[src/rtl/fena_pkg.sv]
// Operation
// - Inverter error or warning queues emergency message
// - No emergency message for link faults
// - Flags entry 10F3:05 enables sending, default 1
// - Message is eight bytes: code, error register, reserved
// - Code 5300 for inverter connection failure
// - Code 6341 for invalid PDO mapping
// - Code 6331 for corrupted nonvolatile data
// - Worn store: operate, stop saving history
// - Code FF00 for inverter warning
// - Code FF01 for inverter trip
// - Detected errors reported in error status entry
// - Switch value 00 selects software address mode
// - Software mode: stored address into alias register
// - Switch mode: switch value into alias register
// - Serial number readable at 1018:04
// - Info store check raises verification error
// - Mailbox delivery only pre-operational or above
package fena_pkg;
  localparam logic [15:0] REG_STATION    = 16'h0010;
  localparam logic [15:0] REG_ALIAS      = 16'h0012;
  localparam logic [15:0] OBJ_ERR_REG    = 16'h1001;
  localparam logic [15:0] OBJ_IDENT      = 16'h1018;
  localparam logic [7:0]  SUB_SERIAL     = 8'h04;
  localparam logic [15:0] OBJ_DIAG       = 16'h10F3;
  localparam logic [7:0]  SUB_FLAGS      = 8'h05;
  localparam logic [15:0] OBJ_ERR_STAT   = 16'h2002;
  localparam logic [7:0]  SUB_ERR_STAT   = 8'h01;
  localparam logic [15:0] OBJ_TXPDO_DIAG = 16'h1BFF;
  localparam logic [7:0]  SUB_MAP1       = 8'h01;
  localparam logic [7:0]  MAP_BITLEN     = 8'h08;
  localparam logic [15:0] OBJ_PDO_DETAIL = 16'h5200;
  localparam logic [15:0] OBJ_COMMAND    = 16'h5000;
  localparam logic [15:0] OBJ_CONTROL    = 16'h6040;
  localparam logic [7:0]  SUB_ZERO       = 8'h00;
  localparam int          FAULT_CLR_BIT  = 7;
  localparam logic        FLAGS_RST      = 1'b1;
  localparam logic [7:0]  ADDR_SW_SOFT   = 8'h00;
  localparam logic [15:0] ADDR_RST       = 16'h0000;
  localparam logic [15:0] EC_LINK        = 16'h5300;
  localparam logic [15:0] EC_PDO         = 16'h6341;
  localparam logic [15:0] EC_NVM         = 16'h6331;
  localparam logic [15:0] EC_WARN        = 16'hFF00;
  localparam logic [15:0] EC_TRIP        = 16'hFF01;
  localparam logic [2:0]  BYTE_CODE_LO   = 3'h0;
  localparam logic [2:0]  BYTE_CODE_HI   = 3'h1;
  localparam logic [2:0]  BYTE_ERR_REG   = 3'h2;
  localparam logic [2:0]  MSG_LAST       = 3'h7;
  localparam logic [7:0]  RSVD_BYTE      = 8'h00;
  localparam logic [7:0]  ERR_GENERIC    = 8'h01;
  // Link-layer state codes
  localparam logic [3:0]  AL_PREOP       = 4'h2;
  localparam logic [3:0]  AL_SAFEOP      = 4'h4;
  localparam logic [3:0]  AL_OP          = 4'h8;
  localparam int          NUM_EV         = 5;
  localparam logic [2:0]  EV_LINK        = 3'h0;
  localparam logic [2:0]  EV_PDO         = 3'h1;
  localparam logic [2:0]  EV_NVM         = 3'h2;
  localparam logic [2:0]  EV_WARN        = 3'h3;
  localparam logic [2:0]  EV_TRIP        = 3'h4;
  localparam logic [2:0]  SETTLE_CYC     = 3'h4;

  typedef struct packed {
    logic        obj;
    logic        wr;
    logic        rd;
    logic [15:0] idx;
    logic [7:0]  sub;
    logic [31:0] wdata;
  } fena_acc_t;

  typedef struct packed {
    logic        vld;
    logic        err;
    logic [31:0] rdata;
  } fena_rsp_t;

  typedef struct packed {
    logic       vld;
    logic       last;
    logic [7:0] data;
  } fena_emcy_t;
endpackage

[src/rtl/fena_msg_mem.sv]
`timescale 1ns/100ps
module fena_msg_mem (
  input  wire logic       ref_clk, // System clock
  input  wire logic       rst_n,   // Async reset, active low
  input  wire logic       we,      // Byte write strobe
  input  wire logic [2:0] waddr,   // Write byte index
  input  wire logic [7:0] wdata,   // Write byte
  input  wire logic       re,      // Read strobe
  input  wire logic [2:0] raddr,   // Read byte index
  output logic      [7:0] rdata    // Registered read byte
);
  logic [7:0] mem_r [8];

  always_ff @(posedge ref_clk) begin
    if (we) begin
      mem_r[waddr] <= wdata;
    end
  end

  always_ff @(posedge ref_clk or negedge rst_n) begin
    if (!rst_n) begin
      rdata <= 8'h00;
    end else if (re) begin
      rdata <= mem_r[raddr];
    end
  end
endmodule

[src/rtl/fena_top.sv]
`timescale 1ns/100ps
module fena_top (
  input  wire logic                ref_clk,        // 20 MHz system clock
  input  wire logic                rst_n,          // Power-on reset, active low
  input  wire fena_pkg::fena_acc_t acc,            // Master access request
  output fena_pkg::fena_rsp_t      rsp,            // Access answer
  input  wire logic [3:0]          al_state,       // Link-layer state
  input  wire logic                inv_warn,       // Inverter warning pin
  input  wire logic                inv_trip,       // Inverter trip pin
  input  wire logic                inv_link_ok,    // Inverter connection good pin
  input  wire logic [7:0]          addr_sw,        // Node address switches
  input  wire logic                comm_err,       // Fieldbus link fault
  input  wire logic                pdo_map_err,    // PDO mapping invalid
  input  wire logic [15:0]         pdo_detail,     // PDO error detail
  input  wire logic                nvm_crc_err,    // Stored data corrupt
  input  wire logic                nvm_worn,       // Store end of life
  input  wire logic                info_valid,     // Info store contents ready
  input  wire logic                info_ok,        // Info store check passed
  input  wire logic [15:0]         info_node_addr, // Stored node address
  input  wire logic [31:0]         serial_no,      // Stored serial number
  input  wire logic                mbx_rdy,        // Mailbox takes byte
  output fena_pkg::fena_emcy_t     emcy,           // Emergency byte stream
  output logic                     fault_clr,      // Fault clear pulse
  output logic                     hist_save_en,   // History saving allowed
  output logic                     info_verify_err, // Info store error flag
  output logic [15:0]              node_addr       // Station node address
);
  import fena_pkg::*;

  typedef enum logic [1:0] {P_SETTLE, P_WAIT, P_RUN} fena_pwr_t;
  typedef enum logic [2:0] {S_IDLE, S_FILL, S_RD, S_LD, S_OUT} fena_snd_t;

  function automatic logic obj_hit(input fena_acc_t a, input logic [15:0] i,
                                   input logic [7:0] s);
    return a.obj && (a.idx == i) && (a.sub == s);
  endfunction

  function automatic logic [2:0] first_one(input logic [NUM_EV-1:0] v);
    logic [2:0] r;
    r = 3'h0;
    for (int k = NUM_EV - 1; k >= 0; k--) begin
      if (v[k]) begin
        r = 3'(k);
      end
    end
    return r;
  endfunction

  function automatic logic [15:0] code_of(input logic [2:0] ev);
    logic [15:0] c;
    case (ev)
      EV_LINK: c = EC_LINK;
      EV_PDO:  c = EC_PDO;
      EV_NVM:  c = EC_NVM;
      EV_WARN: c = EC_WARN;
      default: c = EC_TRIP;
    endcase
    return c;
  endfunction

  function automatic logic [7:0] msg_byte(input logic [15:0] c, input logic [7:0] e,
                                          input logic [2:0] i);
    logic [7:0] b;
    if (i == BYTE_CODE_LO) begin
      b = c[7:0];
    end else if (i == BYTE_CODE_HI) begin
      b = c[15:8];
    end else if (i == BYTE_ERR_REG) begin
      b = e;
    end else begin
      b = RSVD_BYTE;
    end
    return b;
  endfunction

  // Pin synchronisers
  logic [10:0] pin_raw;
  logic [10:0] s1_r;
  logic [10:0] s2_r;
  logic [10:0] s3_r;
  logic [10:0] pin_r;
  logic [10:0] pin_nxt;
  logic        warn_s;
  logic        trip_s;
  logic        link_ok_s;
  logic [7:0]  sw_s;

  assign pin_raw   = {addr_sw, inv_link_ok, inv_trip, inv_warn};
  assign pin_nxt   = (s3_r & ~(s2_r ^ s3_r)) | (pin_r & (s2_r ^ s3_r));
  assign warn_s    = pin_r[0];
  assign trip_s    = pin_r[1];
  assign link_ok_s = pin_r[2];
  assign sw_s      = pin_r[10:3];

  always_ff @(posedge ref_clk or negedge rst_n) begin
    if (!rst_n) begin
      s1_r  <= '0;
      s2_r  <= '0;
      s3_r  <= '0;
      pin_r <= '0;
    end else begin
      s1_r  <= pin_raw;
      s2_r  <= s1_r;
      s3_r  <= s2_r;
      pin_r <= pin_nxt;
    end
  end

  // Power-on address load
  fena_pwr_t   pwr_r;
  fena_pwr_t   pwr_nxt;
  logic [2:0]  cnt_r;
  logic        load_now;
  logic        sw_soft;
  logic        run;
  logic [15:0] alias_r;
  logic [15:0] station_r;
  logic        info_err_r;

  assign load_now = (pwr_r == P_WAIT) && info_valid;
  assign sw_soft  = (sw_s == ADDR_SW_SOFT);
  assign run      = (pwr_r == P_RUN);

  always_comb begin
    pwr_nxt = pwr_r;
    case (pwr_r)
      P_SETTLE: if (cnt_r == SETTLE_CYC) pwr_nxt = P_WAIT;
      P_WAIT:   if (info_valid) pwr_nxt = P_RUN;
      default:  pwr_nxt = P_RUN;
    endcase
  end

  // Access decode
  logic        hit_station;
  logic        hit_alias;
  logic        hit_flags;
  logic        hit_errreg;
  logic        hit_serial;
  logic        hit_stat;
  logic        hit_map;
  logic        hit_detail;
  logic        hit_cmd;
  logic        rd_ok;
  logic        wr_ok;
  logic [31:0] rd_data;
  logic        flag_r;
  logic [7:0]  err_reg;
  logic [7:0]  err_stat_r;
  fena_rsp_t   rsp_r;
  fena_rsp_t   rsp_nxt;
  logic        fault_clr_r;
  logic        hist_r;

  assign hit_station = !acc.obj && (acc.idx == REG_STATION);
  assign hit_alias   = !acc.obj && (acc.idx == REG_ALIAS);
  assign hit_flags   = obj_hit(acc, OBJ_DIAG, SUB_FLAGS);
  assign hit_errreg  = obj_hit(acc, OBJ_ERR_REG, SUB_ZERO);
  assign hit_serial  = obj_hit(acc, OBJ_IDENT, SUB_SERIAL);
  assign hit_stat    = obj_hit(acc, OBJ_ERR_STAT, SUB_ERR_STAT);
  assign hit_map     = obj_hit(acc, OBJ_TXPDO_DIAG, SUB_MAP1);
  assign hit_detail  = obj_hit(acc, OBJ_PDO_DETAIL, SUB_ZERO);
  assign hit_cmd     = obj_hit(acc, OBJ_COMMAND, SUB_ZERO)
                    || obj_hit(acc, OBJ_CONTROL, SUB_ZERO);

  assign rd_data = hit_station ? 32'(station_r)
                 : hit_alias   ? 32'(alias_r)
                 : hit_flags   ? 32'(flag_r)
                 : hit_errreg  ? 32'(err_reg)
                 : hit_serial  ? serial_no
                 : hit_stat    ? 32'(err_stat_r)
                 : hit_map     ? {OBJ_ERR_STAT, SUB_ERR_STAT, MAP_BITLEN}
                 : hit_detail  ? 32'(pdo_detail)
                 : 32'h0000_0000;
  assign rd_ok = hit_station | hit_alias | hit_flags | hit_errreg | hit_serial
               | hit_stat | hit_map | hit_detail;
  assign wr_ok = hit_station | hit_alias | hit_flags | hit_cmd;

  always_comb begin
    rsp_nxt.vld   = acc.rd | acc.wr;
    rsp_nxt.err   = (acc.rd & !rd_ok) | (acc.wr & !wr_ok);
    rsp_nxt.rdata = (acc.rd && rd_ok) ? rd_data : 32'h0000_0000;
  end

  always_ff @(posedge ref_clk or negedge rst_n) begin
    if (!rst_n) begin
      pwr_r     <= P_SETTLE;
      cnt_r     <= 3'h0;
      alias_r   <= ADDR_RST;
      station_r <= ADDR_RST;
      info_err_r <= 1'b0;
      flag_r    <= FLAGS_RST;
    end else begin
      pwr_r <= pwr_nxt;
      if (pwr_r == P_SETTLE) cnt_r <= cnt_r + 3'h1;
      if (load_now) begin
        alias_r    <= sw_soft ? info_node_addr : 16'(sw_s);
        info_err_r <= info_err_r | !info_ok;
      end else if (acc.wr && hit_alias) begin
        alias_r <= acc.wdata[15:0];
      end
      if (acc.wr && hit_station) station_r <= acc.wdata[15:0];
      if (acc.wr && hit_flags) flag_r <= acc.wdata[0];
    end
  end

  // Event detection
  logic [NUM_EV-1:0] ev_cond;
  logic [NUM_EV-1:0] ev_prev_r;
  logic [NUM_EV-1:0] ev_rise;
  logic [NUM_EV-1:0] pend_r;
  logic [NUM_EV-1:0] pend_nxt;
  logic [NUM_EV-1:0] take_mask;
  logic [2:0]        pick;
  logic              mbx_open;
  logic              take;

  // Link fault kept out of the event set
  assign ev_cond  = {trip_s, warn_s, nvm_crc_err | nvm_worn, pdo_map_err, !link_ok_s};
  assign ev_rise  = ev_cond & ~ev_prev_r & {NUM_EV{run}};
  assign err_reg  = (|ev_cond) ? ERR_GENERIC : 8'h00;
  assign mbx_open = (al_state == AL_PREOP) || (al_state == AL_SAFEOP)
                 || (al_state == AL_OP);
  assign pick     = first_one(pend_r);

  always_ff @(posedge ref_clk or negedge rst_n) begin
    if (!rst_n) begin
      ev_prev_r   <= '0;
      pend_r      <= '0;
      err_stat_r  <= 8'h00;
      rsp_r       <= '0;
      fault_clr_r <= 1'b0;
      hist_r      <= 1'b0;
    end else begin
      if (run) ev_prev_r <= ev_cond;
      pend_r      <= pend_nxt;
      err_stat_r  <= {2'h0, comm_err, ev_cond};
      rsp_r       <= rsp_nxt;
      fault_clr_r <= acc.wr && hit_cmd && acc.wdata[FAULT_CLR_BIT];
      hist_r      <= !nvm_worn;
    end
  end

  // Message sender
  fena_snd_t  snd_r;
  fena_snd_t  snd_nxt;
  logic [2:0] idx_r;
  logic [2:0] idx_nxt;
  logic [15:0] code_r;
  logic [7:0] errb_r;
  logic       mem_we;
  logic       mem_re;
  logic [7:0] mem_rdata;
  fena_emcy_t emcy_r;
  fena_emcy_t emcy_nxt;

  assign take      = (snd_r == S_IDLE) && (|pend_r) && mbx_open && flag_r;
  assign take_mask = take ? (NUM_EV'(1) << pick) : '0;
  // New events win over the take clear
  assign pend_nxt  = flag_r ? ((pend_r & ~take_mask) | ev_rise) : '0;
  assign mem_we    = (snd_r == S_FILL);
  assign mem_re    = (snd_r == S_RD);

  always_comb begin
    snd_nxt  = snd_r;
    idx_nxt  = idx_r;
    emcy_nxt = emcy_r;
    case (snd_r)
      S_IDLE: begin
        idx_nxt = 3'h0;
        if (take) snd_nxt = S_FILL;
      end
      S_FILL: begin
        idx_nxt = idx_r + 3'h1;
        if (idx_r == MSG_LAST) snd_nxt = S_RD;
      end
      S_RD: snd_nxt = S_LD;
      S_LD: begin
        emcy_nxt.vld  = 1'b1;
        emcy_nxt.last = (idx_r == MSG_LAST);
        emcy_nxt.data = mem_rdata;
        snd_nxt       = S_OUT;
      end
      default: begin
        // A byte taken at this edge counts even as the mailbox closes
        if (mbx_rdy) begin
          emcy_nxt.vld = 1'b0;
          idx_nxt      = idx_r + 3'h1;
          snd_nxt      = (idx_r == MSG_LAST) ? S_IDLE : S_RD;
        end else if (!mbx_open) begin
          emcy_nxt.vld = 1'b0;
          snd_nxt      = S_IDLE;
        end
      end
    endcase
  end

  always_ff @(posedge ref_clk or negedge rst_n) begin
    if (!rst_n) begin
      snd_r  <= S_IDLE;
      idx_r  <= 3'h0;
      code_r <= 16'h0000;
      errb_r <= 8'h00;
      emcy_r <= '0;
    end else begin
      snd_r  <= snd_nxt;
      idx_r  <= idx_nxt;
      emcy_r <= emcy_nxt;
      if (take) begin
        code_r <= code_of(pick);
        errb_r <= err_reg;
      end
    end
  end

  fena_msg_mem u_mem (
    .ref_clk (ref_clk),
    .rst_n   (rst_n),
    .we      (mem_we),
    .waddr   (idx_r),
    .wdata   (msg_byte(code_r, errb_r, idx_r)),
    .re      (mem_re),
    .raddr   (idx_r),
    .rdata   (mem_rdata)
  );

  assign rsp            = rsp_r;
  assign emcy           = emcy_r;
  assign fault_clr      = fault_clr_r;
  assign hist_save_en   = hist_r;
  assign info_verify_err = info_err_r;
  assign node_addr      = station_r;
endmodule

[config.mk]
export PLATFORM = sky130hd
export DESIGN_NAME = fena_top
export DESIGN_NICKNAME = d
export VERILOG_FILES = /design/src/rtl/fena_pkg.sv /design/src/rtl/fena_msg_mem.sv /design/src/rtl/fena_top.sv
export SDC_FILE = /design/constraint.sdc
export NUM_CORES = 1
export LEC_CHECK = 0
export BUFFER_PORTS_ARGS = -buffer_cell sky130_fd_sc_hd__clkbuf_2
export CAP_MARGIN = 5
export CELL_PAD_IN_SITES_DETAIL_PLACEMENT = 0
export CELL_PAD_IN_SITES_GLOBAL_PLACEMENT = 1
export CORE_MARGIN = 2
export CORE_UTILIZATION = 24
export CTS_CLUSTER_SIZE = 8
export DETAILED_ROUTE_END_ITERATION = 6
export PLACE_DENSITY = 0.5
export SLEW_MARGIN = 5
export SYNTH_ARGS = -nofsm -noshare
export SYNTH_HDL_FRONTEND = slang
export SYNTH_SLANG_ARGS = --single-unit
[constraint.sdc]
create_clock -name ref_clk -period 2.93 [get_ports ref_clk]
set_input_delay 0.1465 -clock ref_clk [delete_from_list [all_inputs] [get_ports ref_clk]]
set_output_delay 0.1465 -clock ref_clk [all_outputs]
set_load 0.01 [all_outputs]
Word level (Yosys, flattened, before mapping)
Memory sizes are Yosys's and may differ from the RTL's. A register that Yosys moved wholly into a read port is not among the register bits.
Cells that the tools add are included.
- shifts and indexed selects: 1
- reduce and logical (&&, ||, !) cells: 54
- bitwise gates (word level): 27
- eq/ne operators: 34
- $add $sub $neg: 2
- multiplexer cells: 40
- operator list (kind ; count):
    two-way mux 32 bit ; 6
    == test 16 x 13 -> 1 bit (second input constant) ; 4
    two-way mux 16 bit ; 4
    one-hot mux 16 bit (4 select lines) ; 1
    two-way mux 30 bit ; 2
    == test 16 x 15 -> 1 bit (second input constant) ; 3
    == test 16 x 5 -> 1 bit (second input constant) ; 2
    two-way mux 3 bit ; 10
    logical AND 1 bit ; 28
    two-way mux 8 bit ; 3
    AND 11 bit ; 2
    == test 16 x 14 -> 1 bit (second input constant) ; 1
    == test 8 x 3 -> 1 bit (second input constant) ; 2
    logical NOT 8 bit ; 2
    AND 5 bit ; 3
    == test 3 x 2 -> 1 bit (second input constant) ; 5
    OR 1 bit ; 12
    one-hot mux 3 bit (4 select lines) ; 1
    inverter 11 bit ; 1
    OR 11 bit ; 1
    XOR 11 bit ; 1
    two-way mux 5 bit ; 2
    inverter 5 bit ; 2
    OR reduction 5 bit ; 2
    32 further kinds ; 58
- word-level logic and storage cells: 184
- register bits: 175
- bits in writable memories: 64
- output and inout bits: 63
- input port bits: 147
- memories: 1
- memories (memory ; depth ; bits a word ; read ports ; clocked after Yosys merged registers in ; write ports ; line ; source):
    u_mem.mem_r ; 8 ; 8 ; 1 ; 1 ; 1 ; fena_msg_mem.sv:12 ; logic [7:0] mem_r [8];

Logic depth before layout (Yosys ltp)
- word-level depth: 12
- depth in mapped cells: 9
- mapped depth without buffers: 8

Hierarchy
Synthesis repeated with hierarchy kept, for this count alone.
- cell total of the unflattened synthesis: 770
- area total of the unflattened synthesis: 9965.8 um2
- by module, submodules not included (module ; instances ; area an instance (um2) ; cells each ; sequential area each (um2)):
    fena_top ; 1 ; 7104.3 ; 601 ; 3980.1
    fena_msg_mem ; 1 ; 2861.5 ; 169 ; 2122.0

Least setup slack after synthesis
Ideal clock, no wire load.
- path kind: reg2reg
- start: reg idx_r[0]
- end: mem u_mem.mem_r[1][0], enable pin
- setup slack: 0.692 ns
- setup time: 0.377 ns
- path buffers: 2
- stages on the path, launching flop included: 5
- required time: 2.553 ns
- clock period less this slack: 2.238 ns
- arrival: 1.861 ns
- cell sequence: dfrtp_1 buf_1 clkbuf_1 nand2_1 nor3_1
- RTL lines (element ; line ; source):
    start, declared ; fena_top.sv:246 ; logic [2:0] idx_r;
    start signal, assigned ; fena_top.sv:306 ; idx_r <= idx_nxt;
    end, declared ; fena_msg_mem.sv:12 ;
No word-level cell before the write port.

==> reports/results.tsv <==
metric	value	unit
Row Count	69	
GPL Wtd Cong	0.785	
port buffer count	193	
final hold violations	0	
status	finished clean	
Fillers	3648	
total track usage	0.134	
WP data required	3.35	ns
RSZ-0062 raised after global routing	no	
die span in x	194	um
Via density	4.46	
pre-CTS setup slack	0.519	ns
crit path time final	2.34	ns
area delta synth->final	39.3	%
Worst Setup Start Kind	primary input	
Worst Path Arrival	2.75	ns
CTS tree	built	
post-synth cell types	66	
DPL Wire Length	18.0	mm
Syn Area/Cell	12.7	um2
Starting DRT DRC Count	205	
Synth async-reset ratio	0.773	
CP Cell Sequence	clkbuf_2 -> and4b_1 -> nand3_1 -> nor3_1 -> nand2b_1 -> o41ai_4 -> a21oi_1 -> dlygate4sd3_1	
CTS Sinks	211	
Hold Buf Count CTS	92	
antenna violations before repair	2	
maximum vdd drop	0.000452	V
DRC viols	0	
Gate Count Post-Synth	680	
total CTS buffers	30	
Synth Flop Type	dfrtp_1	
setup bufs post-CTS	0	
vias in the first global route	6785	
CP delay by family, top	compound AO/OA/AOI/OAI gates	
static leakage	0.00537	uW
CP peak stage delay	1.06	ns
Max Buffers Root-to-Sink	3	
number of max-cap violations	0	
largest net degree at the start of global routing	73	
Ys Warns	0	
Synth Net Count	834	
core box area	35600	um2
Fin Hold WS	0.0303	ns
Worst Tran Pin Value	1.12	ns
Post-DRT Antenna Nets	0	
r2r setup slk	0.74	ns
CP Buf/Inv Count	2	
final WL	25.3	mm
CP max stage cell	o41ai_4	
WS Path Type	in2reg	
full die area	37700	um2
crit end category	flop	
routed vias	6570	
Inst Count DP	1323	
total congestion overflow	0	
layout cells sized above 1	0.311	
max_slew headroom	0.251	
DR WL/cell	17.2	um
drt pass-1 iters	5	
first-pass GRT wire length	39.8	mm
io pins	210	
Post-Syn Area	8670	um2
Clock transition at path regs	0.05	ns
Slew Viols, Final	0	
clock skew	0.0265	ns
crit-path max FO	17	
register bit count reported by yosys	211	
cts repair resizes	0	
Initial Util	0.244	
sequential cell area fraction in the yosys report	0.637	
H-tree depth	1	
total negative slack	0	ns
Worst Setup Slack, final	0.593	ns
Non-Filler Instances	1472	
clock latency on the worst-skew pair	0.56	ns
Die Ht	194	um
Final nets	1140	
# setup viols final	0	
Tcrit/Tclk final	0.798	
max frequency	428	MHz
HP Class	in2reg	
clock root buffer	clkbuf_16	
PwrDens	695	nW/um2
Post-synth EDFFs	48	
## sequential cells by signal, summed over array words and instances (netlist names), named ones only
signal           cells
u_mem.mem_r         48
rsp                 34
alias_r             16
node_addr           16
s1_r                11
s2_r                11
s3_r                11
emcy                 8
code_r               7
err_stat_r           6
u_mem.rdata          6
ev_prev_r            5
pend_r               5
cnt_r                3
idx_r                3
snd_r                3
pwr_r                2
errb_r               1
fault_clr            1
flag_r               1
hist_save_en         1
info_verify_err      1
## tightest hold or removal path: stages
cell	delay (ns)
clkbuf_2	0.11
nand2_1	0.06
or4_4	0.14
a21oi_1	0.06
## where the power goes
| part | total (uW) | switching, uW | internal, uW |
|---|---|---|---|
| clock | 3250 | 1250 | 1990 |
| sequential | 3660 | 194 | 3470 |
| combinational | 1480 | 824 | 659 |
## final timing paths
check                      depth (start not counted)                  from                          end
max                                                8               acc[53]            rsp[17]$_DFF_PN0_
min                                                4               acc[49]            rsp[29]$_DFF_PN0_
max reg2reg                                        5  idx_r[0]$_DFFE_PN0P_  u_mem.mem_r[0][5]$_DFFE_PP_
min reg2reg                                        0     s1_r[2]$_DFF_PN0_            s2_r[2]$_DFF_PN0_
max in group asynchronous                          3                 rst_n         snd_r[1]$_DFFE_PN0P_
min in group asynchronous                          2                 rst_n            rsp[23]$_DFF_PN0_
## routing by layer
metal  track usage  vias up  part of all wire
met5             0        -                 0
met4        0.0390        0             0.026
met3        0.0299       45             0.052
met2         0.213      177              0.46
met1         0.183     3214              0.46
li1              -     3134                 -
## through the flow
| stage | total power (uW) | cell area (um2) | util |
|---|---|---|---|
| 6_report | 8390 | 12100 | 0.339 |
| 5_1_grt | 8880 | 12100 | 0.339 |
| 3_5_place_dp | 5140 | 10300 | 0.289 |
| 3_3_place_gp | 5120 | 10300 | 0.289 |
| 2_1_floorplan | 4560 | 8670 | - |
| 4_1_cts | 8530 | 12100 | 0.339 |
## area by class of cell
type	count	area, um2	share of cell area
antenna	2	5.00	0.000415
clock buffer	53	837	0.0693
clock inverter	2	46.3	0.00383
inverter	15	56.3	0.00466
multi-input combinational	423	2970	0.246
sequential	211	5520	0.457
tap	461	577	0.0478
timing repair buffer	305	2060	0.170
## synth_stat cells (3+ instances only)
cell type,n,area share
nor4_1,6,0.0043
mux2i_1,14,0.016
nand2b_1,6,0.0043
a21oi_1,35,0.020
nand3_1,6,0.0035
dfrtp_1,162,0.47
o21ai_0,17,0.0098
nand4_1,5,0.0036
nor3_1,11,0.0064
nor2_1,71,0.031
edfxtp_1,48,0.17
or2_2,3,0.0022
clkbuf_1,24,0.010
a21o_1,8,0.0069
buf_4,3,0.0026
and3_1,16,0.012
nand3b_1,4,0.0035
a21boi_0,4,0.0035
a221oi_1,12,0.012
a222oi_1,9,0.010
o22ai_1,4,0.0029
mux4_2,4,0.010
or3b_2,4,0.0040
a22oi_1,5,0.0043
a31oi_1,12,0.0087
mux2_2,41,0.053
a211oi_1,9,0.0078
buf_1,3,0.0013
xnor2_1,3,0.0030
ha_1,7,0.010
inv_1,15,0.0065
nor2b_1,13,0.0094
nand2_1,45,0.019
maj3_1,11,0.013
## layout by cell type (no fill, tap or decap), types with 19 or more instances in the layout
cell,n
buf_4,19
mux2_2,41
a21oi_1,35
clkbuf_16,30
clkbuf_1,23
clkbuf_2,192
edfxtp_1,48
nor2_1,69
dlygate4sd3_1,92
nand2_1,45
dfrtp_1,162
## kinds of logic (layout without fill, tap and decap cells)
| group | Yosys count | in the layout | share of synthesized area |
|---|---|---|---|
| xor+xnor | 4 | 4 | 0.00404 |
| mux | 59 | 59 | 0.0798 |
| flops | 211 | 211 | 0.637 |
| simple gates | 209 | 209 | 0.128 |
| buf+inv | 46 | 375 | 0.0214 |
| fa+ha+maj | 18 | 18 | 0.0228 |
| compound gates | 133 | 133 | 0.107 |
| other cells | 0 | 2 | 0 |
Note: power is estimated with default switching activity, not from simulation.
